<file path="src/rtl/emps_defines.svh">
/*
 * Constants of the transceiver mode and port control block: timing
 * counts, pin codes, register offsets, field positions, reset values.
 * Assumes a 10 MHz system clock; included by bare name.
 */
`ifndef EMPS_DEFINES_SVH
`define EMPS_DEFINES_SVH

`define EMPS_CLK_PERIOD_NS   100
`define EMPS_SETTLE_TIME_NS  1000000
`define EMPS_SETTLE_CYCLES   (`EMPS_SETTLE_TIME_NS / `EMPS_CLK_PERIOD_NS)

`define EMPS_SQE_DELAY_MIN   6
`define EMPS_SQE_DELAY_MAX   16
`define EMPS_SQE_HOLD_MIN    5
`define EMPS_SQE_HOLD_MAX    15
`define EMPS_SQE_DELAY_BT    8
`define EMPS_SQE_HOLD_BT     10

`define EMPS_CS_IFACE_A      3'h3
`define EMPS_CS_IFACE_B      3'h2
`define EMPS_CS_IFACE_C      3'h1
`define EMPS_CS_IFACE_D      3'h0

`define EMPS_REG_CTRL        4'h0
`define EMPS_REG_STATUS      4'h4
`define EMPS_REG_PORTCHG     4'h8
`define EMPS_CTRL_STANDBY    0
`define EMPS_CTRL_HOLD       1
`define EMPS_CTRL_RESET      2'h0
`define EMPS_CFG_RESET       9'h067
`define EMPS_RESP_OKAY       2'h0
`define EMPS_RESP_SLVERR     2'h2

`endif

</file>
<file path="src/rtl/emps_pkg.sv">
/*
 * Types of the transceiver mode and port control block.
 * Assumes nothing of its surroundings.
 */
package emps_pkg;

    typedef enum logic [1:0] {
        EMPS_PORT_AUI = 2'b01,
        EMPS_PORT_TP  = 2'b10
    } emps_port_t;

    typedef enum logic [2:0] {
        EMPS_HB_IDLE  = 3'b001,
        EMPS_HB_WAIT  = 3'b010,
        EMPS_HB_PULSE = 3'b100
    } emps_hb_t;

    typedef enum logic [4:0] {
        EMPS_IF_A       = 5'b00001,
        EMPS_IF_B       = 5'b00010,
        EMPS_IF_C       = 5'b00100,
        EMPS_IF_D       = 5'b01000,
        EMPS_IF_STANDBY = 5'b10000
    } emps_iface_t;

    typedef struct packed {
        logic       loop;
        logic       auto_sel;
        logic       hb_n;
        logic       fdx_n;
        logic       pol_en;
        logic       port_select_io;
        logic [2:0] cs;
    } emps_cfg_t;

endpackage

</file>
<file path="src/rtl/emps_sync.sv">
/*
 * Two-flop synchroniser for a vector of independent levels.
 * Assumes each bit is a slow level or is only edge-detected downstream.
 */
`timescale 1ns/100ps
`default_nettype none

module emps_sync #(
    parameter int unsigned WIDTH = 1
) (
    input  wire logic             sys_clk_i,
    input  wire logic             rst_b_i,
    input  wire logic [WIDTH-1:0] async_i,
    output var  logic [WIDTH-1:0] sync_o
);

    logic [WIDTH-1:0] meta_q;

    // The first stage feeds only the second stage.
    always_ff @(posedge sys_clk_i) begin
        if (!rst_b_i) begin
            meta_q <= '0;
            sync_o <= '0;
        end else begin
            meta_q <= async_i;
            sync_o <= meta_q;
        end
    end

endmodule // emps_sync

`default_nettype wire

</file>
<file path="src/rtl/emps_top.sv">
/*
 * Mode decode, port selection, loopback, heartbeat and collision
 * reporting of a two-port 10 Mb/s transceiver, with an AXI4-Lite slave.
 * Assumes all pins come from other clock domains and the oscillator
 * input is slow enough to be edge-sampled by sys_clk_i.
 */
`timescale 1ns/100ps
`default_nettype none
`include "emps_defines.svh"

module emps_top
    import emps_pkg::*;
#(
    parameter int unsigned SETTLE_CYCLES = `EMPS_SETTLE_CYCLES,
    parameter int unsigned SQE_DELAY_BT  = `EMPS_SQE_DELAY_BT,
    parameter int unsigned SQE_HOLD_BT   = `EMPS_SQE_HOLD_BT
) (
    input  wire logic        sys_clk_i,
    input  wire logic        rst_b_i,
    input  wire logic [3:0]  s_axi_awaddr_i,
    input  wire logic        s_axi_awvalid_i,
    output var  logic        s_axi_awready_o,
    input  wire logic [31:0] s_axi_wdata_i,
    input  wire logic [3:0]  s_axi_wstrb_i,
    input  wire logic        s_axi_wvalid_i,
    output var  logic        s_axi_wready_o,
    output var  logic [1:0]  s_axi_bresp_o,
    output var  logic        s_axi_bvalid_o,
    input  wire logic        s_axi_bready_i,
    input  wire logic [3:0]  s_axi_araddr_i,
    input  wire logic        s_axi_arvalid_i,
    output var  logic        s_axi_arready_o,
    output var  logic [31:0] s_axi_rdata_o,
    output var  logic [1:0]  s_axi_rresp_o,
    output var  logic        s_axi_rvalid_o,
    input  wire logic        s_axi_rready_i,
    input  wire logic        iface_select_bit0_i,
    input  wire logic        iface_select_bit1_i,
    input  wire logic        iface_select_bit2_i,
    input  wire logic        loopback_en_i,
    input  wire logic        auto_port_select_en_i,
    input  wire logic        heartbeat_test_en_n_i,
    input  wire logic        full_duplex_sel_n_i,
    input  wire logic        polarity_correct_en_i,
    input  wire logic        port_select_io_i,
    output var  logic        port_select_io_o,
    output var  logic        port_select_io_oe_o,
    output var  logic        polarity_fault_out_n_o,
    output var  logic        polarity_fault_out_n_oe_o,
    input  wire logic        osc_in_i,
    input  wire logic        tx_data_i,
    input  wire logic        tx_en_i,
    output var  logic        tx_clock_out_o,
    output var  logic        rx_data_o,
    output var  logic        collision_out_o,
    output var  logic        ctrl_oe_o,
    input  wire logic        tp_link_ok_i,
    input  wire logic        tp_polarity_rev_i,
    input  wire logic        tp_rx_data_i,
    input  wire logic        tp_rx_active_i,
    input  wire logic        aui_rx_data_i,
    input  wire logic        aui_rx_active_i,
    input  wire logic        aui_collision_rx_i,
    output var  logic        tp_tx_data_o,
    output var  logic        tp_tx_en_o,
    output var  logic        tp_link_pulse_en_o,
    output var  logic        tp_idle_o,
    output var  logic        aui_tx_data_o,
    output var  logic        aui_tx_en_o,
    output var  logic        aui_idle_o
);

    localparam int unsigned SW = $clog2(SETTLE_CYCLES + 1);

    logic [18:0] pins_s;
    emps_cfg_t   cfg_live, cfg_q, cfg_d;
    logic        osc_s, txd_s, txen_s, link_s, rev_s, tprxd_s, tpact_s;
    logic        auirxd_s, auiact_s, auicol_s;

    emps_sync #(
        .WIDTH (19)
    ) u_sync (
        .sys_clk_i (sys_clk_i),
        .rst_b_i   (rst_b_i),
        .async_i   ({iface_select_bit2_i, iface_select_bit1_i,
                     iface_select_bit0_i, loopback_en_i,
                     auto_port_select_en_i, heartbeat_test_en_n_i,
                     full_duplex_sel_n_i, polarity_correct_en_i,
                     port_select_io_i, osc_in_i, tx_data_i, tx_en_i,
                     tp_link_ok_i, tp_polarity_rev_i, tp_rx_data_i,
                     tp_rx_active_i, aui_rx_data_i, aui_rx_active_i,
                     aui_collision_rx_i}),
        .sync_o    (pins_s)
    );

    assign cfg_live = {pins_s[15], pins_s[14], pins_s[13], pins_s[12],
                       pins_s[11], pins_s[10], pins_s[18:16]};
    assign {osc_s, txd_s, txen_s, link_s, rev_s, tprxd_s, tpact_s,
            auirxd_s, auiact_s, auicol_s} = pins_s[9:0];

    logic [1:0]  ctrl_q, ctrl_d;
    emps_port_t  port_q, port_d;
    emps_hb_t    hb_q, hb_d;
    emps_iface_t iface;
    logic        standby, loop, tp_sel, settled, pol_fault;

    always_comb begin
        case (cfg_q.cs)
            `EMPS_CS_IFACE_A: iface = EMPS_IF_A;
            `EMPS_CS_IFACE_B: iface = EMPS_IF_B;
            `EMPS_CS_IFACE_C: iface = EMPS_IF_C;
            `EMPS_CS_IFACE_D: iface = EMPS_IF_D;
            default:          iface = EMPS_IF_STANDBY;
        endcase
    end

    // Software may force standby on top of the pin code.
    assign standby = (iface == EMPS_IF_STANDBY) |
                     ctrl_q[`EMPS_CTRL_STANDBY];
    assign loop    = cfg_q.loop;
    assign tp_sel  = (port_q == EMPS_PORT_TP);
    // Polarity checking ignores loopback on purpose.
    assign pol_fault = cfg_q.pol_en & rev_s & link_s;

    // Oscillator edges, transmit clock and Manchester datapath.
    logic osc_prev_q, osc_prev_d, tx_clk_q, tx_clk_d, man_q, man_d;
    logic txd_q, txd_d, txen_q, txen_d, rxd_q, rxd_d;
    logic osc_rise, bit_en, tx_end, frame_idle;

    assign osc_rise = osc_s & ~osc_prev_q;
    assign bit_en   = osc_rise & ~tx_clk_q;
    assign tx_end   = bit_en & txen_q & ~txen_s;

    always_comb begin
        osc_prev_d = osc_s;
        tx_clk_d   = tx_clk_q ^ osc_rise;
        cfg_d      = bit_en ? cfg_live : cfg_q;
        txd_d      = bit_en ? txd_s : txd_q;
        txen_d     = bit_en ? (txen_s & ~standby) : txen_q;
        man_d      = man_q;
        if (osc_rise) begin
            man_d = bit_en ? ~txd_s : txd_q;
        end
        rxd_d = rxd_q;
        if (bit_en) begin
            if (standby) begin
                rxd_d = 1'b0;
            end else if (loop) begin
                rxd_d = man_q;
            end else if (!settled) begin
                rxd_d = 1'b0;
            end else if (tp_sel) begin
                rxd_d = tprxd_s ^ (cfg_q.pol_en & rev_s);
            end else begin
                rxd_d = auirxd_s;
            end
        end
    end

    always_ff @(posedge sys_clk_i) begin
        if (!rst_b_i) begin
            osc_prev_q <= 1'b0;
            tx_clk_q   <= 1'b0;
            cfg_q      <= emps_cfg_t'(`EMPS_CFG_RESET);
            txd_q      <= 1'b0;
            txen_q     <= 1'b0;
            man_q      <= 1'b0;
            rxd_q      <= 1'b0;
        end else begin
            osc_prev_q <= osc_prev_d;
            tx_clk_q   <= tx_clk_d;
            cfg_q      <= cfg_d;
            txd_q      <= txd_d;
            txen_q     <= txen_d;
            man_q      <= man_d;
            rxd_q      <= rxd_d;
        end
    end

    // Port selection with settling time after each change.
    logic [SW-1:0] settle_q, settle_d;
    logic [15:0]   chg_q, chg_d;
    emps_port_t    want;

    assign settled    = (settle_q == '0);
    assign frame_idle = ~txen_q & ~txen_s & ~tpact_s & ~auiact_s;

    always_comb begin
        if (cfg_q.auto_sel) begin
            want = (link_s | tpact_s) ? EMPS_PORT_TP
                                      : EMPS_PORT_AUI;
        end else begin
            want = cfg_q.port_select_io ? EMPS_PORT_TP : EMPS_PORT_AUI;
        end
        port_d   = port_q;
        chg_d    = chg_q;
        settle_d = settle_q;
        if (bit_en && frame_idle && want != port_q &&
            !(cfg_q.auto_sel && ctrl_q[`EMPS_CTRL_HOLD])) begin
            port_d   = want;
            settle_d = SW'(SETTLE_CYCLES - 1);
            chg_d    = chg_q + 16'h0001;
        end else if (!settled) begin
            settle_d = settle_q - SW'(1);
        end
    end

    always_ff @(posedge sys_clk_i) begin
        if (!rst_b_i) begin
            port_q   <= EMPS_PORT_AUI;
            settle_q <= '0;
            chg_q    <= 16'h0000;
        end else begin
            port_q   <= port_d;
            settle_q <= settle_d;
            chg_q    <= chg_d;
        end
    end

    // Heartbeat timer counted in transmit clock periods.
    logic [4:0] bt_q, bt_d;
    logic       col_q, col_d, hb_ok, tp_col;

    // The test only touches the collision path, never the line.
    assign hb_ok  = ~cfg_q.hb_n & tp_sel & ~standby;
    assign tp_col = txen_q & tpact_s & cfg_q.fdx_n;

    always_comb begin
        hb_d = hb_q;
        bt_d = bt_q;
        case (hb_q)
            EMPS_HB_IDLE: begin
                if (tx_end && hb_ok) begin
                    hb_d = EMPS_HB_WAIT;
                    bt_d = 5'h00;
                end
            end
            EMPS_HB_WAIT: begin
                if (bit_en) begin
                    if (bt_q == 5'(SQE_DELAY_BT - 1)) begin
                        hb_d = EMPS_HB_PULSE;
                        bt_d = 5'h00;
                    end else begin
                        bt_d = bt_q + 5'h01;
                    end
                end
            end
            EMPS_HB_PULSE: begin
                if (bit_en) begin
                    if (bt_q == 5'(SQE_HOLD_BT - 1)) begin
                        hb_d = EMPS_HB_IDLE;
                    end else begin
                        bt_d = bt_q + 5'h01;
                    end
                end
            end
            default: begin
                hb_d = EMPS_HB_IDLE;
                bt_d = 5'h00;
            end
        endcase
        col_d = ~standby & ((hb_q == EMPS_HB_PULSE) |
                (~loop & settled & (tp_sel ? tp_col : auicol_s)));
    end

    always_ff @(posedge sys_clk_i) begin
        if (!rst_b_i) begin
            hb_q  <= EMPS_HB_IDLE;
            bt_q  <= 5'h00;
            col_q <= 1'b0;
        end else begin
            hb_q  <= hb_d;
            bt_q  <= bt_d;
            col_q <= col_d;
        end
    end

    // Pins toward the controller and the media.
    assign ctrl_oe_o       = ~standby;
    assign tx_clock_out_o  = tx_clk_q;
    assign rx_data_o       = rxd_q;
    assign collision_out_o = col_q;
    assign tp_tx_data_o    = man_q;
    assign aui_tx_data_o   = man_q;
    assign tp_tx_en_o  = txen_q & ~loop & settled & tp_sel;
    assign aui_tx_en_o = txen_q & ~loop & settled & ~tp_sel;
    assign tp_link_pulse_en_o = ~standby & (tp_sel | cfg_q.auto_sel);
    assign tp_idle_o   = standby | (~tp_sel & ~cfg_q.auto_sel);
    assign aui_idle_o  = standby | tp_sel;
    assign port_select_io_o    = tp_sel;
    assign port_select_io_oe_o = cfg_q.auto_sel & ~standby;
    assign polarity_fault_out_n_o    = ~pol_fault;
    assign polarity_fault_out_n_oe_o = ~standby & tp_sel;

    // AXI4-Lite slave; address and data may arrive in either order.
    logic        aw_got_q, aw_got_d, w_got_q, w_got_d, bv_q, bv_d;
    logic        rv_q, rv_d;
    logic [3:0]  awa_q, awa_d;
    logic [1:0]  wd_q, wd_d, bresp_q, bresp_d, rresp_q, rresp_d;
    logic        ws_q, ws_d;
    logic [31:0] rdata_q, rdata_d;

    assign s_axi_awready_o = ~aw_got_q & ~bv_q;
    assign s_axi_wready_o  = ~w_got_q & ~bv_q;
    assign s_axi_bvalid_o  = bv_q;
    assign s_axi_bresp_o   = bresp_q;
    assign s_axi_arready_o = ~rv_q;
    assign s_axi_rvalid_o  = rv_q;
    assign s_axi_rdata_o   = rdata_q;
    assign s_axi_rresp_o   = rresp_q;

    always_comb begin
        aw_got_d = aw_got_q;
        awa_d    = awa_q;
        w_got_d  = w_got_q;
        wd_d     = wd_q;
        ws_d     = ws_q;
        bv_d     = bv_q & ~s_axi_bready_i;
        bresp_d  = bresp_q;
        ctrl_d   = ctrl_q;
        rv_d     = rv_q & ~s_axi_rready_i;
        rdata_d  = rdata_q;
        rresp_d  = rresp_q;
        if (s_axi_awvalid_i && s_axi_awready_o) begin
            aw_got_d = 1'b1;
            awa_d    = s_axi_awaddr_i;
        end
        if (s_axi_wvalid_i && s_axi_wready_o) begin
            w_got_d = 1'b1;
            wd_d    = s_axi_wdata_i[1:0];
            ws_d    = s_axi_wstrb_i[0];
        end
        if (aw_got_q && w_got_q) begin
            aw_got_d = 1'b0;
            w_got_d  = 1'b0;
            bv_d     = 1'b1;
            bresp_d  = `EMPS_RESP_OKAY;
            case (awa_q)
                `EMPS_REG_CTRL: begin
                    if (ws_q) begin
                        ctrl_d = wd_q;
                    end
                end
                `EMPS_REG_STATUS, `EMPS_REG_PORTCHG: begin
                end
                default: bresp_d = `EMPS_RESP_SLVERR;
            endcase
        end
        if (s_axi_arvalid_i && s_axi_arready_o) begin
            rv_d    = 1'b1;
            rresp_d = `EMPS_RESP_OKAY;
            case (s_axi_araddr_i)
                `EMPS_REG_CTRL:    rdata_d = {30'h0, ctrl_q};
                `EMPS_REG_STATUS:  rdata_d = {16'h0, hb_q, iface,
                    cfg_q.auto_sel, loop, pol_fault, link_s, settled,
                    standby, port_q};
                `EMPS_REG_PORTCHG: rdata_d = {16'h0, chg_q};
                default: begin
                    rdata_d = 32'h0;
                    rresp_d = `EMPS_RESP_SLVERR;
                end
            endcase
        end
    end

    always_ff @(posedge sys_clk_i) begin
        if (!rst_b_i) begin
            aw_got_q <= 1'b0;
            awa_q    <= 4'h0;
            w_got_q  <= 1'b0;
            wd_q     <= 2'h0;
            ws_q     <= 1'b0;
            bv_q     <= 1'b0;
            bresp_q  <= `EMPS_RESP_OKAY;
            ctrl_q   <= `EMPS_CTRL_RESET;
            rv_q     <= 1'b0;
            rdata_q  <= 32'h0;
            rresp_q  <= `EMPS_RESP_OKAY;
        end else begin
            aw_got_q <= aw_got_d;
            awa_q    <= awa_d;
            w_got_q  <= w_got_d;
            wd_q     <= wd_d;
            ws_q     <= ws_d;
            bv_q     <= bv_d;
            bresp_q  <= bresp_d;
            ctrl_q   <= ctrl_d;
            rv_q     <= rv_d;
            rdata_q  <= rdata_d;
            rresp_q  <= rresp_d;
        end
    end

    // Bit times spent in each heartbeat state, for checking only.
    logic [4:0] chk_cnt_q;
    always_ff @(posedge sys_clk_i) begin
        if (!rst_b_i) begin
            chk_cnt_q <= 5'h00;
        end else if (hb_d != hb_q) begin
            chk_cnt_q <= 5'h00;
        end else if (bit_en) begin
            chk_cnt_q <= chk_cnt_q + 5'h01;
        end
    end
endmodule // emps_top

`default_nettype wire

</file>
<file path="config.mk">
export PLATFORM = sky130hd
export DESIGN_NAME = emps_top
export DESIGN_NICKNAME = d
export VERILOG_FILES = /design/src/rtl/emps_pkg.sv /design/src/rtl/emps_sync.sv /design/src/rtl/emps_top.sv
export VERILOG_INCLUDE_DIRS = /design/src /design/src/rtl
export SDC_FILE = /design/constraint.sdc
export NUM_CORES = 1
export LEC_CHECK = 0
export BUFFER_PORTS_ARGS = -buffer_cell sky130_fd_sc_hd__buf_2
export CAP_MARGIN = 10
export CORE_ASPECT_RATIO = 1.1
export CORE_MARGIN = 5
export CORE_UTILIZATION = 58
export DETAILED_ROUTE_END_ITERATION = 8
export GPL_TIMING_DRIVEN = 0
export PLACE_DENSITY = 0.85
export SLEW_MARGIN = 20
export SYNTH_ARGS = -nofsm -noshare
export SYNTH_HDL_FRONTEND = slang
export SYNTH_HIERARCHICAL = 1
export SYNTH_SLANG_ARGS = --single-unit
export TNS_END_PERCENT = 20
</file>
<file path="constraint.sdc">
create_clock -name sys_clk_i -period 3.3 [get_ports sys_clk_i]
set_clock_uncertainty 0.15 [all_clocks]
set_input_delay 0 -clock sys_clk_i [delete_from_list [all_inputs] [get_ports sys_clk_i]]
set_output_delay 0 -clock sys_clk_i [all_outputs]
set_load 0.02 [all_outputs]
</file>
== Word level (Yosys, flattened, before mapping) ==
Cells that the tools add are included.

* Flip-flop bits (word level): 143
* Latch bits: 0
* Bits in writable memories: 0
* Memory bits (read-only): 0
* Input bits: 70
* Output and inout port bits: 56
* Logic and storage cells: 165
* Memories: 0

* Add/sub/neg operators: 3
* $mul: 0
* Div/mod/pow operators: 0
* Magnitude comparators: 0
* Eq/ne operators: 22
* Shift operators: 0
* Multiplexer cells: 29
* Bitwise operators: 57
* Reduce and logical (&&, ||, !) cells: 21

{| class="wikitable"
|+ Operators by type and width
! kind !! number
|-
| case mux 16 bit (3 select lines) || 1
|-
| AND 1 bit || 29
|-
| 2-to-1 mux 14 bit || 2
|-
| 2-to-1 mux 5 bit || 5
|-
| inverter 1 bit || 20
|-
| case mux 5 bit (4 select lines) || 1
|-
| adder 16 x 1 -> 16 bit, second input constant || 1
|-
| 2-to-1 mux 3 bit || 5
|-
| case mux 5 bit (3 select lines) || 1
|-
| logical NOT 14 bit || 1
|-
| subtractor 14 x 1 -> 14 bit, second input constant || 1
|-
| != test 2 bit, second input constant || 6
|-
| 2-to-1 mux 2 bit || 5
|-
| equality test 3 x 2 -> 1 bit, second input constant || 3
|-
| logical AND 1 bit || 9
|-
| case mux 3 bit (3 select lines) || 1
|-
| equality test 4 x 3 -> 1 bit, second input constant || 2
|-
| equality test 4 bit, second input constant || 2
|-
| logical NOT 4 bit || 2
|-
| 2-to-1 mux 1 bit || 8
|-
| equality test 3 x 1 -> 1 bit, second input constant || 2
|-
| bitwise OR 1 bit || 6
|-
| OR reduction 3 bit || 2
|-
| adder 5 x 1 -> 5 bit, second input constant || 1
|-
| 14 further kinds || 16
|}

== Longest topological paths before layout ==
Gate-level depths: netlist (run 1).

* Depth after elaboration: 9
* Gate-level depth with buffers: 7
* Mapped depth without buffers: 6

== Hierarchy ==
The synthesis (run 1) kept the hierarchy.

{| class="wikitable"
|+ By module, submodules not included
! module !! instances !! cells each !! area an instance (µm²) !! seq. area each (µm²)
|-
| emps_top || 1 || 522 || 4575.6 || 1741.7
|-
| emps_sync || 1 || 80 || 1037.2 || 760.7
|}

== Worst setup path before layout (run 1) ==
No wires, ideal clock.

* Path type: flip-flop to flip-flop
* From: register u_sync.sync_o[9]
* To: register bt_q[1]
* Setup time: 0.085 ns
* Data arrival time: 1.799 ns
* Required time: 3.065 ns
* Setup slack: 1.267 ns
* Cell stages (with the launch flop): 7
* Path buffers: 0
* Period minus slack after synthesis: 2.033 ns
* Cells stage by stage: dfxtp_1 nor2b_1 ha_1 and4bb_1 a31oi_2 or4_4 o31ai_2

* Cells in the longest elaborated chain, start to end: 7
* Elaborated cells between the ends (all ways): 9
* Those cells by class: eq/ne: 3; bitwise: 4; reduce/logical: 2

{| class="wikitable"
|+ Ends and longest elaborated chain
! element !! line !! RTL
|-
| start, declared || emps_sync.sv:14 || <nowiki>output var logic [WIDTH-1:0] sync_o</nowiki>
|-
| start signal, assigned || emps_sync.sv:26 || <nowiki>sync_o <= meta_q;</nowiki>
|-
| AND 1 bit * || emps_top.sv:130 || <nowiki>assign osc_rise = osc_s & ~osc_prev_q;</nowiki>
|-
| AND 1 bit * || emps_top.sv:131 || <nowiki>assign bit_en = osc_rise & ~tx_clk_q;</nowiki>
|-
| via bit_en || emps_top.sv:128 || <nowiki>logic osc_rise, bit_en, tx_end, frame_idle;</nowiki>
|-
| AND 1 bit (2 in series) || emps_top.sv:132 || <nowiki>assign tx_end = bit_en & txen_q & ~txen_s;</nowiki>
|-
| logical AND 1 bit || emps_top.sv:233 || <nowiki>if (tx_end && hb_ok) begin</nowiki>
|-
| != test 2 bit (no source line) || n/a ||
|-
| AND reduction 4 bit (no source line) * || n/a ||
|-
| end signal, assigned || emps_top.sv:273 || <nowiki>bt_q <= bt_d;</nowiki>
|-
| end, declared || emps_top.sv:221 || <nowiki>logic [4:0] bt_q, bt_d;</nowiki>
|}

The timed path passes the listed nets; every way through them passes the cells marked *.
A chain may end at the register's enable or synchronous reset.

== Worst setup path in the final report (run 1) ==
* From: register settle_q[0]
* To: output port aui_tx_en_o

* Cells in the longest elaborated chain, start to end: 3

{| class="wikitable"
|+ Ends and longest elaborated chain
! element !! line !! RTL
|-
| start, declared || emps_top.sv:181 || <nowiki>logic [SW-1:0] settle_q, settle_d;</nowiki>
|-
| start signal, assigned || emps_top.sv:215 || <nowiki>settle_q <= settle_d;</nowiki>
|-
| logical NOT 14 bit || emps_top.sv:185 || <nowiki>assign settled = (settle_q == '0);</nowiki>
|-
| AND 1 bit (2 in series) || emps_top.sv:286 || <nowiki>assign aui_tx_en_o = txen_q & ~loop & settled & ~tp_sel;</nowiki>
|-
| end, declared || emps_top.sv:69 || <nowiki>output var logic aui_tx_en_o,</nowiki>
|}

No other way between the ends.

==> summary.md, run 1 <==
| Metric | Value |
|---|---|
| NetSw | `0.00152 W` |
| Synthesis-stage register bit count | `around 130` |
| Vias per cell | `5.85` |
| Synth area leaders | `dfxtp_1, mux2i_1, and2_1` |
| Post-synth top flop | `dfxtp_1` |
| Setup Fix Bufs, Post-CTS | `0` |
| Yosys cell types | `77` |
| Drt total wl | `16.2 mm` |
| Ys Warns | `6` |
| Area Growth Syn to Fin | `31.7%` |
| PD cells | `630 nW/um^2` |
| Setup TNS | `0 ns` |
| IO buf count | `73` |
| Logic gate share of total power | `23.1%` |
| Part of the cycle the worst path needs | `approximately 90%` |
| Final ANT Viol Nets | `0` |
| RR Endpoint | `s_axi_rdata_o[3]` |
| Worst Hold Depth | `4` |
| Detailed Route Iter0 Violations | `393` |
| Nets | `849` |
| Worst Reg-to-Reg Cells | `7` |
| Max_cap viols | `0` |
| Critical Path AT | `roughly 2.8 ns` |
| GRT Overall Usage | `about 28%` |
| Reg2reg start | `s_axi_rvalid_o` |
| Met2 Use GR | `roughly half` |
| Dpl ws | `0.904 ns` |
| Die area | `11700 sq um` |
| TritonCTS Buffers | `17` |
| Initial DRT Pass Iterations | `5` |
| Gpl congestion | `approximately 0.92` |
| First-pass GRT wire length | `26.6 mm` |
| Critical Path Fanout Max | `6` |
| Largest area contributor in the netlist | `dfxtp_1` |
| Post-synth EDFFs | `0` |
| CP max stage delay | `around 0.53 ns` |
| Worst min path class | `input pin to flop` |
| Final setup fails | `0` |
| Register area share after synthesis | `roughly 45%` |
| Avg WL per Cell | `17.9 um` |
| Vias in the first global route | `5346` |
| Layer with the highest usage | `met2` |
| Final WS setup | `approximately 0.40 ns` |
| Fraction of layout cells with a size suffix above 1 | `20.1%` |
| Via count | `5284` |
| Root Buffer | `clkbuf_8` |
| GR Util met3 | `approximately 7.1%` |
| Worst setup path class | `flop to output port` |
| Worst-Margin Slew | `about 0.8 ns` |
| Worst path required time | `approximately 3.2 ns` |
| Hold_sp | `s_axi_awaddr_i[1]` |
| CTS Buffer Depth | `2` |
| RSZ-0062 raised after global routing | `no` |
| Final min period | `2.90 ns` |
| Critical Path End Type | `output port` |
| Leak | `approximately 3 nW` |
| Die height | `113 um` |
| Placement Cell Area | `6190 sq um` |
| Congestion Overflow GR | `0` |
| Worst path slowest cell | `nor4b_1` |
| CTS sink count | `125` |
| Clk pwr share | `between 30% and 40%` |
| I/O Pins | `126` |
| Yosys top cell area share | `44.6%` |
| Final hold vios | `0` |
| Clock Latency Late Sink | `0.52 ns` |
| Mapped Area | `around 5600 sq um` |
| Core box area | `9400 sq um` |
| Design area | `around 7400 sq um` |
| Ant diodes | `0` |
| Synthesized instance count | `602` |
| Initial antenna violation count | `0` |
| Worst-path clk slew | `0.06 ns` |
| Sequential Power Share | `38.0%` |
| Initial Util | `59.7%` |
| Internal power | `0.00314 W` |
| Grt met1 use | `30.1%` |
| CP startpoint kind | `flop` |
| Hold Path End | `awa_q[1]` |
| Rows | `37` |
| Crit-path cells | `inv_1 -> ha_1 -> nor4b_1 -> nand4_1 -> nor2_1 -> and3_1 -> buf_2` |
| Syn_area_per_cell | `a little over 9 sq um` |
| CTS tree | `yes` |
| H-tree levels | `4` |
| Drt drc | `0` |
| R2R setup slack | `0.48 ns` |
| Status | `finished, final reports clean` |
| Rel. slew slack | `47.8%` |
| Final HPWL DP | `9.70 mm` |
| Largest net degree at the start of global routing | `17` |
| Max VDD drop | `~0.41 mV` |
| Achievable frequency | `0.345 GHz` |
| Slew Viols, Final | `0` |
| Switch share | `32.6%` |
| Die X-Extent | `104 um` |
| Share of flip-flops with an asynchronous set or reset | `0%` |
[cells in the final DEF (no fill, tap or decap), drive strengths merged, types with 4 or more instances in the layout]
| cell type | netlist | final |
|---|---|---|
| nor3 | 13 | 13 |
| a31o | 4 | 4 |
| ha | 5 | 5 |
| inv | 15 | 24 |
| a31oi | 9 | 9 |
| o31ai | 9 | 9 |
| or4 | 4 | 4 |
| a22oi | 13 | 13 |
| nand2 | 37 | 37 |
| nand4 | 10 | 10 |
| dfxtp | 125 | 125 |
| mux2i | 37 | 37 |
| or3 | 4 | 4 |
| and2 | 43 | 43 |
| conb | 1 | 18 |
| nand2b | 22 | 22 |
| clkbuf | 18 | 36 |
| nor2b | 6 | 6 |
| and3 | 8 | 8 |
| a21oi | 25 | 25 |
| buf | 35 | 108 |
| a22o | 7 | 7 |
| nor4 | 15 | 15 |
| dlygate4sd3 | 0 | 63 |
| nor2 | 47 | 47 |
| o211ai | 5 | 5 |
| and4 | 5 | 5 |
| nand3 | 19 | 19 |
| o2bb2ai | 4 | 4 |
| o21ai | 10 | 10 |
[flip-flops by register name (all words and copies together) (netlist names), 2 cells and up]
signal         count
settle_q          14
cfg_q              8
port_q             2
u_sync/meta_q     19
bt_q               5
ctrl_q             2
hb_q               3
u_sync/sync_o     19
wd_q               2
chg_q             16
s_axi_rdata_o     16
awa_q              4
[how the worst max path moves through the flow]
stage,from,endpoint,depth (start not counted)
floorplan,u_sync/sync_o[9],bt_q[1],6
global route,settle_q[0],tp_tx_en_o,7
finish,settle_q[0],aui_tx_en_o,7
detailed placement,u_sync/sync_o[9],settle_q[4],7
global placement,u_sync/sync_o[9],settle_q[4],7
CTS,settle_q[0],tp_tx_en_o,7
[synthesized netlist by cell type (4+ instances only)]
library cell	number
and3_1	8
o21ai_0	6
nand2_1	37
a31oi_1	8
ha_1	5
a21oi_1	24
nand3_1	19
nand2b_1	21
buf_4	19
or3_1	4
o31ai_1	6
nor3_1	12
clkbuf_1	17
o21ai_1	4
nand4_1	10
nor2b_1	6
buf_2	8
buf_1	5
o2bb2ai_1	4
nor2_1	46
a22o_1	7
nor4_1	14
o211ai_1	5
and2_1	43
a22oi_1	13
dfxtp_1	125
and4_1	5
inv_1	14
mux2i_1	37
[metal layers]
layer  vias to the layer above  wire, um
met5                         -         0
met4                         0       697
met3                        57      1060
met2                       234      8430
met1                      2508      6020
li1                       2485         -
[metrics by stage]
step                      std cells  hold WS [ns]  utilization (%)  total power (W)
after floorplan                 619       -0.0227                -          0.00253
after global placement          809        0.0539             65.9          0.00271
after detailed placement        809        0.0581             65.9          0.00277
after CTS                       904         0.125             78.7          0.00462
after global routing            904         0.137             78.7          0.00487
final                           904         0.125             78.7          0.00466
[worst max-delay path: cells and delay by family (launching register included)]
family	cells	cell delay, ns
adders and majority gates	1	0.28
and+or+nand+nor	4	1.36
buffers and inverters	2	0.26
DFF	1	0.33
[power by group through the flow]
stage	Combinational, W	Sequential (W)	Clock (W)
final	0.00107	0.00177	0.00181
after CTS	0.00105	0.00176	0.00181
after global routing	0.00119	0.00179	0.00189
after detailed placement	0.000976	0.00179	0
after floorplan	0.000763	0.00176	0
after global placement	0.000934	0.00178	0
[timing repair]
item                                    in CTS  in global routing
endpoints found under the setup margin       0                  0
endpoints found under the hold margin       67                  0
hold buffers                                63                  0
resized for setup                            0                  0
[logic make-up (layout without fill, tap and decap cells)]
family	count (synthesis)	after routing	share of synthesized area (%)
AO/OA/AOI/OAI	105	105	13.7
AND/OR/NAND/NOR	257	257	26.9
multiplexers	37	37	6.60
buffers and inverters	69	237	6.49
XOR/XNOR	3	3	0.602
flip-flops	125	125	44.6
adder cells (fa/ha/maj)	5	5	1.11
other	1	18	0.0668
[final cells by class]
class | count | area, sq um
Multi-Input combinational cell | 425 | 2810
Timing Repair Buffer | 136 | 996
Fill cell | 617 | 2000
Sequential cell | 125 | 2500
Inverter | 16 | 60.1
Clock inverter | 14 | 146
Clock buffer | 18 | 428
Tap cell | 117 | 146
Buffer | 53 | 304
No activity file was read; power rests on OpenSTA's default activity.
==> inputs of run 2 (changes only) <==
--- a/config.mk
+++ b/config.mk
@@ -10,10 +10,10 @@
 export CAP_MARGIN = 10
 export CORE_ASPECT_RATIO = 1.1
 export CORE_MARGIN = 5
-export CORE_UTILIZATION = 58
+export CORE_UTILIZATION = 54
 export DETAILED_ROUTE_END_ITERATION = 8
 export GPL_TIMING_DRIVEN = 0
-export PLACE_DENSITY = 0.85
+export PLACE_DENSITY = 0.8
 export SLEW_MARGIN = 20
 export SYNTH_ARGS = -nofsm -noshare
 export SYNTH_HDL_FRONTEND = slang
==> constraint.sdc (replaced) <==
create_clock -name sys_clk_i -period 2.9 [get_ports sys_clk_i]
set_clock_uncertainty 0.15 [all_clocks]
set_input_delay 0 -clock sys_clk_i [delete_from_list [all_inputs] [get_ports sys_clk_i]]
set_output_delay 0 -clock sys_clk_i [all_outputs]
set_load 0.02 [all_outputs]
==> summary.md, run 2 (synthesis results as in run 1) <==
| Metric | Value |
|---|---|
| Root Buffer | `clkbuf_16 (was clkbuf_8)` |
| Achievable frequency | `0.365 GHz` |
| Drt drc | `0 (unchanged)` |
| Rel. slew slack | `42.3% (was 47.8%)` |
| Seq. cell area | `2500 sq um (unchanged)` |
| Biggest regs | `u_sync/meta_q (19), u_sync/sync_o (19) (unchanged)` |
| Core box area | `10300 sq um (was 9400 sq um)` |
| Worst path slowest cell | `dlygate4sd3_1 (was nor4b_1)` |
| Worst-path clk slew | `0.06 ns (about the same)` |
| Die X-Extent | `107 um (was 104 um)` |
| Reg2reg start | `s_axi_rvalid_o (unchanged)` |
| Worst-Margin Slew | `0.864 ns (was 0.780 ns)` |
| Rows | `39 (was 37)` |
| Commonest non-fill, non-tap cell in the layout | `dfxtp_1 (unchanged)` |
| Status | `finished, final reports clean (unchanged)` |
| Crit-path cells | `nand2b_1 -> buf_2 -> a2111oi_2 -> dlygate4sd3_1 -> nand3_1 -> dlygate4sd3_1 -> a21oi_1 (was inv_1 -> ha_1 -> nor4b_1 -> nand4_1 -> nor2_1 -> and3_1 -> buf_2)` |
| CTS Buffer Depth | `2 (unchanged)` |
| H-tree levels | `4 (unchanged)` |
| Vias in the first global route | `4992 (was 5346)` |
| I/O Pins | `126 (unchanged)` |
| Multi-input logic area | `2810 sq um (unchanged)` |
| Part of the cycle the worst path needs | `94.4%` |
| Hold Path End | `w_got_q (was awa_q[1])` |
| Die area | `12500 sq um (was 11700 sq um)` |
| RSZ-0062 raised after global routing | `no (unchanged)` |
| PD cells | `733 nW/um^2 (was 630 nW/um^2)` |
| Area Growth Syn to Fin | `30.4% (was 31.7%)` |
| First-pass GRT wire length | `23.2 mm (was 26.6 mm)` |
| Worst Hold Depth | `5 (was 4)` |
| Nets | `837 (was 849)` |
| Initial DRT Pass Iterations | `5 (unchanged)` |
| GRT Overall Usage | `23.4% (was 28.0%)` |
| CTS sink count | `125 (unchanged)` |
| Setup TNS | `0 ns (unchanged)` |
| Largest net degree at the start of global routing | `17 (unchanged)` |
| Die height | `117 um (was 113 um)` |
| CTS tree | `yes (unchanged)` |
| Congestion Overflow GR | `0 (unchanged)` |
| Detailed Route Iter0 Violations | `451 (was 393)` |
| Worst Reg-to-Reg Cells | `7 (unchanged)` |
| Drt total wl | `14.7 mm (was 16.2 mm)` |
| Final HPWL DP | `9.67 mm (was 9.70 mm)` |
| Critical Path Fanout Max | `9 (was 6)` |
| Fillers | `763 (was 617)` |
| Slew Viols, Final | `0 (unchanged)` |
| Worst setup path class | `flop to flop (was flop to output port)` |
| Ant diodes | `0 (unchanged)` |
| Critical Path End Type | `flop (was output port)` |
| Via count | `5089 (was 5284)` |
| Max VDD drop | `0.465 mV (was 0.413 mV)` |
| Clock Latency Late Sink | `0.42 ns (was 0.52 ns)` |
| Leak | `3.01 nW (was 3.05 nW)` |
| CP startpoint kind | `flop (unchanged)` |
| Hold_ws | `0.0437 ns (was 0.125 ns)` |
| RR Endpoint | `s_axi_rdata_o[3] (unchanged)` |
| Critical Path AT | `2.92 ns (was 2.75 ns)` |
| Worst path required time | `3.08 ns (was 3.15 ns)` |
| TritonCTS Buffers | `17 (unchanged)` |
| CP most frequent cell | `dlygate4sd3_1` |
| Initial antenna violation count | `0 (unchanged)` |
| Worst min path class | `input pin to flop (unchanged)` |
| CTS resizes | `0 (unchanged)` |
| CP max stage delay | `0.70 ns (was 0.53 ns)` |
| Hold_sp | `s_axi_wvalid_i (was s_axi_awaddr_i[1])` |
| Max_cap viols | `0 (unchanged)` |
| Final hold vios | `0 (unchanged)` |
| Final min period | `2.74 ns` |
| Fraction of layout cells with a size suffix above 1 | `20.6% (was 20.1%)` |
| Avg WL per Cell | `16.0 um (was 17.9 um)` |
| Gpl congestion | `0.922 (was 0.921)` |
| Final setup fails | `0 (unchanged)` |
| Vias per cell | `5.54 (was 5.85)` |
| Final ANT Viol Nets | `0 (unchanged)` |
| Commonest non-fill, non-tap cells in the layout | `dfxtp_1, buf_2, dlygate4sd3_1 (unchanged)` |
| R2R setup slack | `0.16 ns (was 0.48 ns)` |
| Initial Util | `54.5% (was 59.7%)` |
| IO buf count | `73 (unchanged)` |
-- run 2: cell types whose count changed in the layout (fill, tap and decap cells not counted) --
cell | previous run | this run
inv_6 | 7 | 5
buf_4 | 19 | 21
clkbuf_8 | 2 | 0
clkbuf_16 | 16 | 17
inv_8 | 2 | 4
dlygate4sd3_1 | 63 | 49
clkinv_8 | 0 | 1
-- run 2: power breakdown --
part	internal (W)	leakage (nW)	switching, W
combinational	0.000536	1.70	0.000711
clock	0.00122	0.286	0.000888
sequential	0.00186	1.02	0.000148
total	0.00362	3.01	0.00175
-- run 2: per-stage QoR --
step / instance area [sq um] / setup WS (ns) / utilization [%] / std cells / total power, W
2_1_floorplan: 5680 / 0.867 / - / 619 / 0.00288
5_1_grt: 7320 / 0.0521 / 71.1 / 918 / 0.00557
6_report: 7320 / 0.161 / 71.1 / 918 / 0.00536
3_5_place_dp: 6220 / 0.556 / 60.4 / 835 / 0.00316
4_1_cts: 7300 / 0.192 / 70.9 / 916 / 0.00530
3_3_place_gp: 6220 / 0.595 / 60.4 / 835 / 0.00308
-- run 2: worst max-delay path by stage --
| stage | start | to | slack, ns |
|---|---|---|---|
| finish | s_axi_rvalid_o | s_axi_rdata_o[3] | 0.16 |
| global route | s_axi_rvalid_o | s_axi_rdata_o[3] | 0.05 |
| CTS | s_axi_rvalid_o | s_axi_rdata_o[3] | 0.19 |
| detailed placement | u_sync/sync_o[9] | settle_q[7] | 0.56 |
| global placement | u_sync/sync_o[9] | chg_q[15] | 0.59 |
| floorplan | u_sync/sync_o[9] | bt_q[1] | 0.87 |
-- run 2: worst max-delay path, delay by kind of cell (launching register included) --
family | cells | cell delay, ns
buffers and inverters | 3 | 1.49
AO/OA/AOI/OAI | 2 | 0.46
flip-flops | 1 | 0.33
AND/OR/NAND/NOR | 2 | 0.23
-- run 2: cell type report --
class / count / share of cell area (%)
clock buffer: 17 / 5.81
multi-input combinational: 425 / 38.4
sequential: 125 / 34.2
buffer: 53 / 4.15
timing repair buffer: 124 / 11.9
clock inverter: 15 / 2.29
inverter: 16 / 0.821
tap: 143 / 2.44
-- run 2: what timing repair did --
item	4_1_cts	5_1_grt
hold buffers	49	0
buffers inserted	0	2
hold endpoints to repair	42	0
setup endpoints to repair	0	2
-- run 2: routing by layer --
metal	vias up	wire [um]	track usage [%]
met5	-	0	0
met4	0	539	11.3
met3	47	860	5.27
met2	188	7610	42.7
met1	2399	5710	25.9
li1	2455	-	-
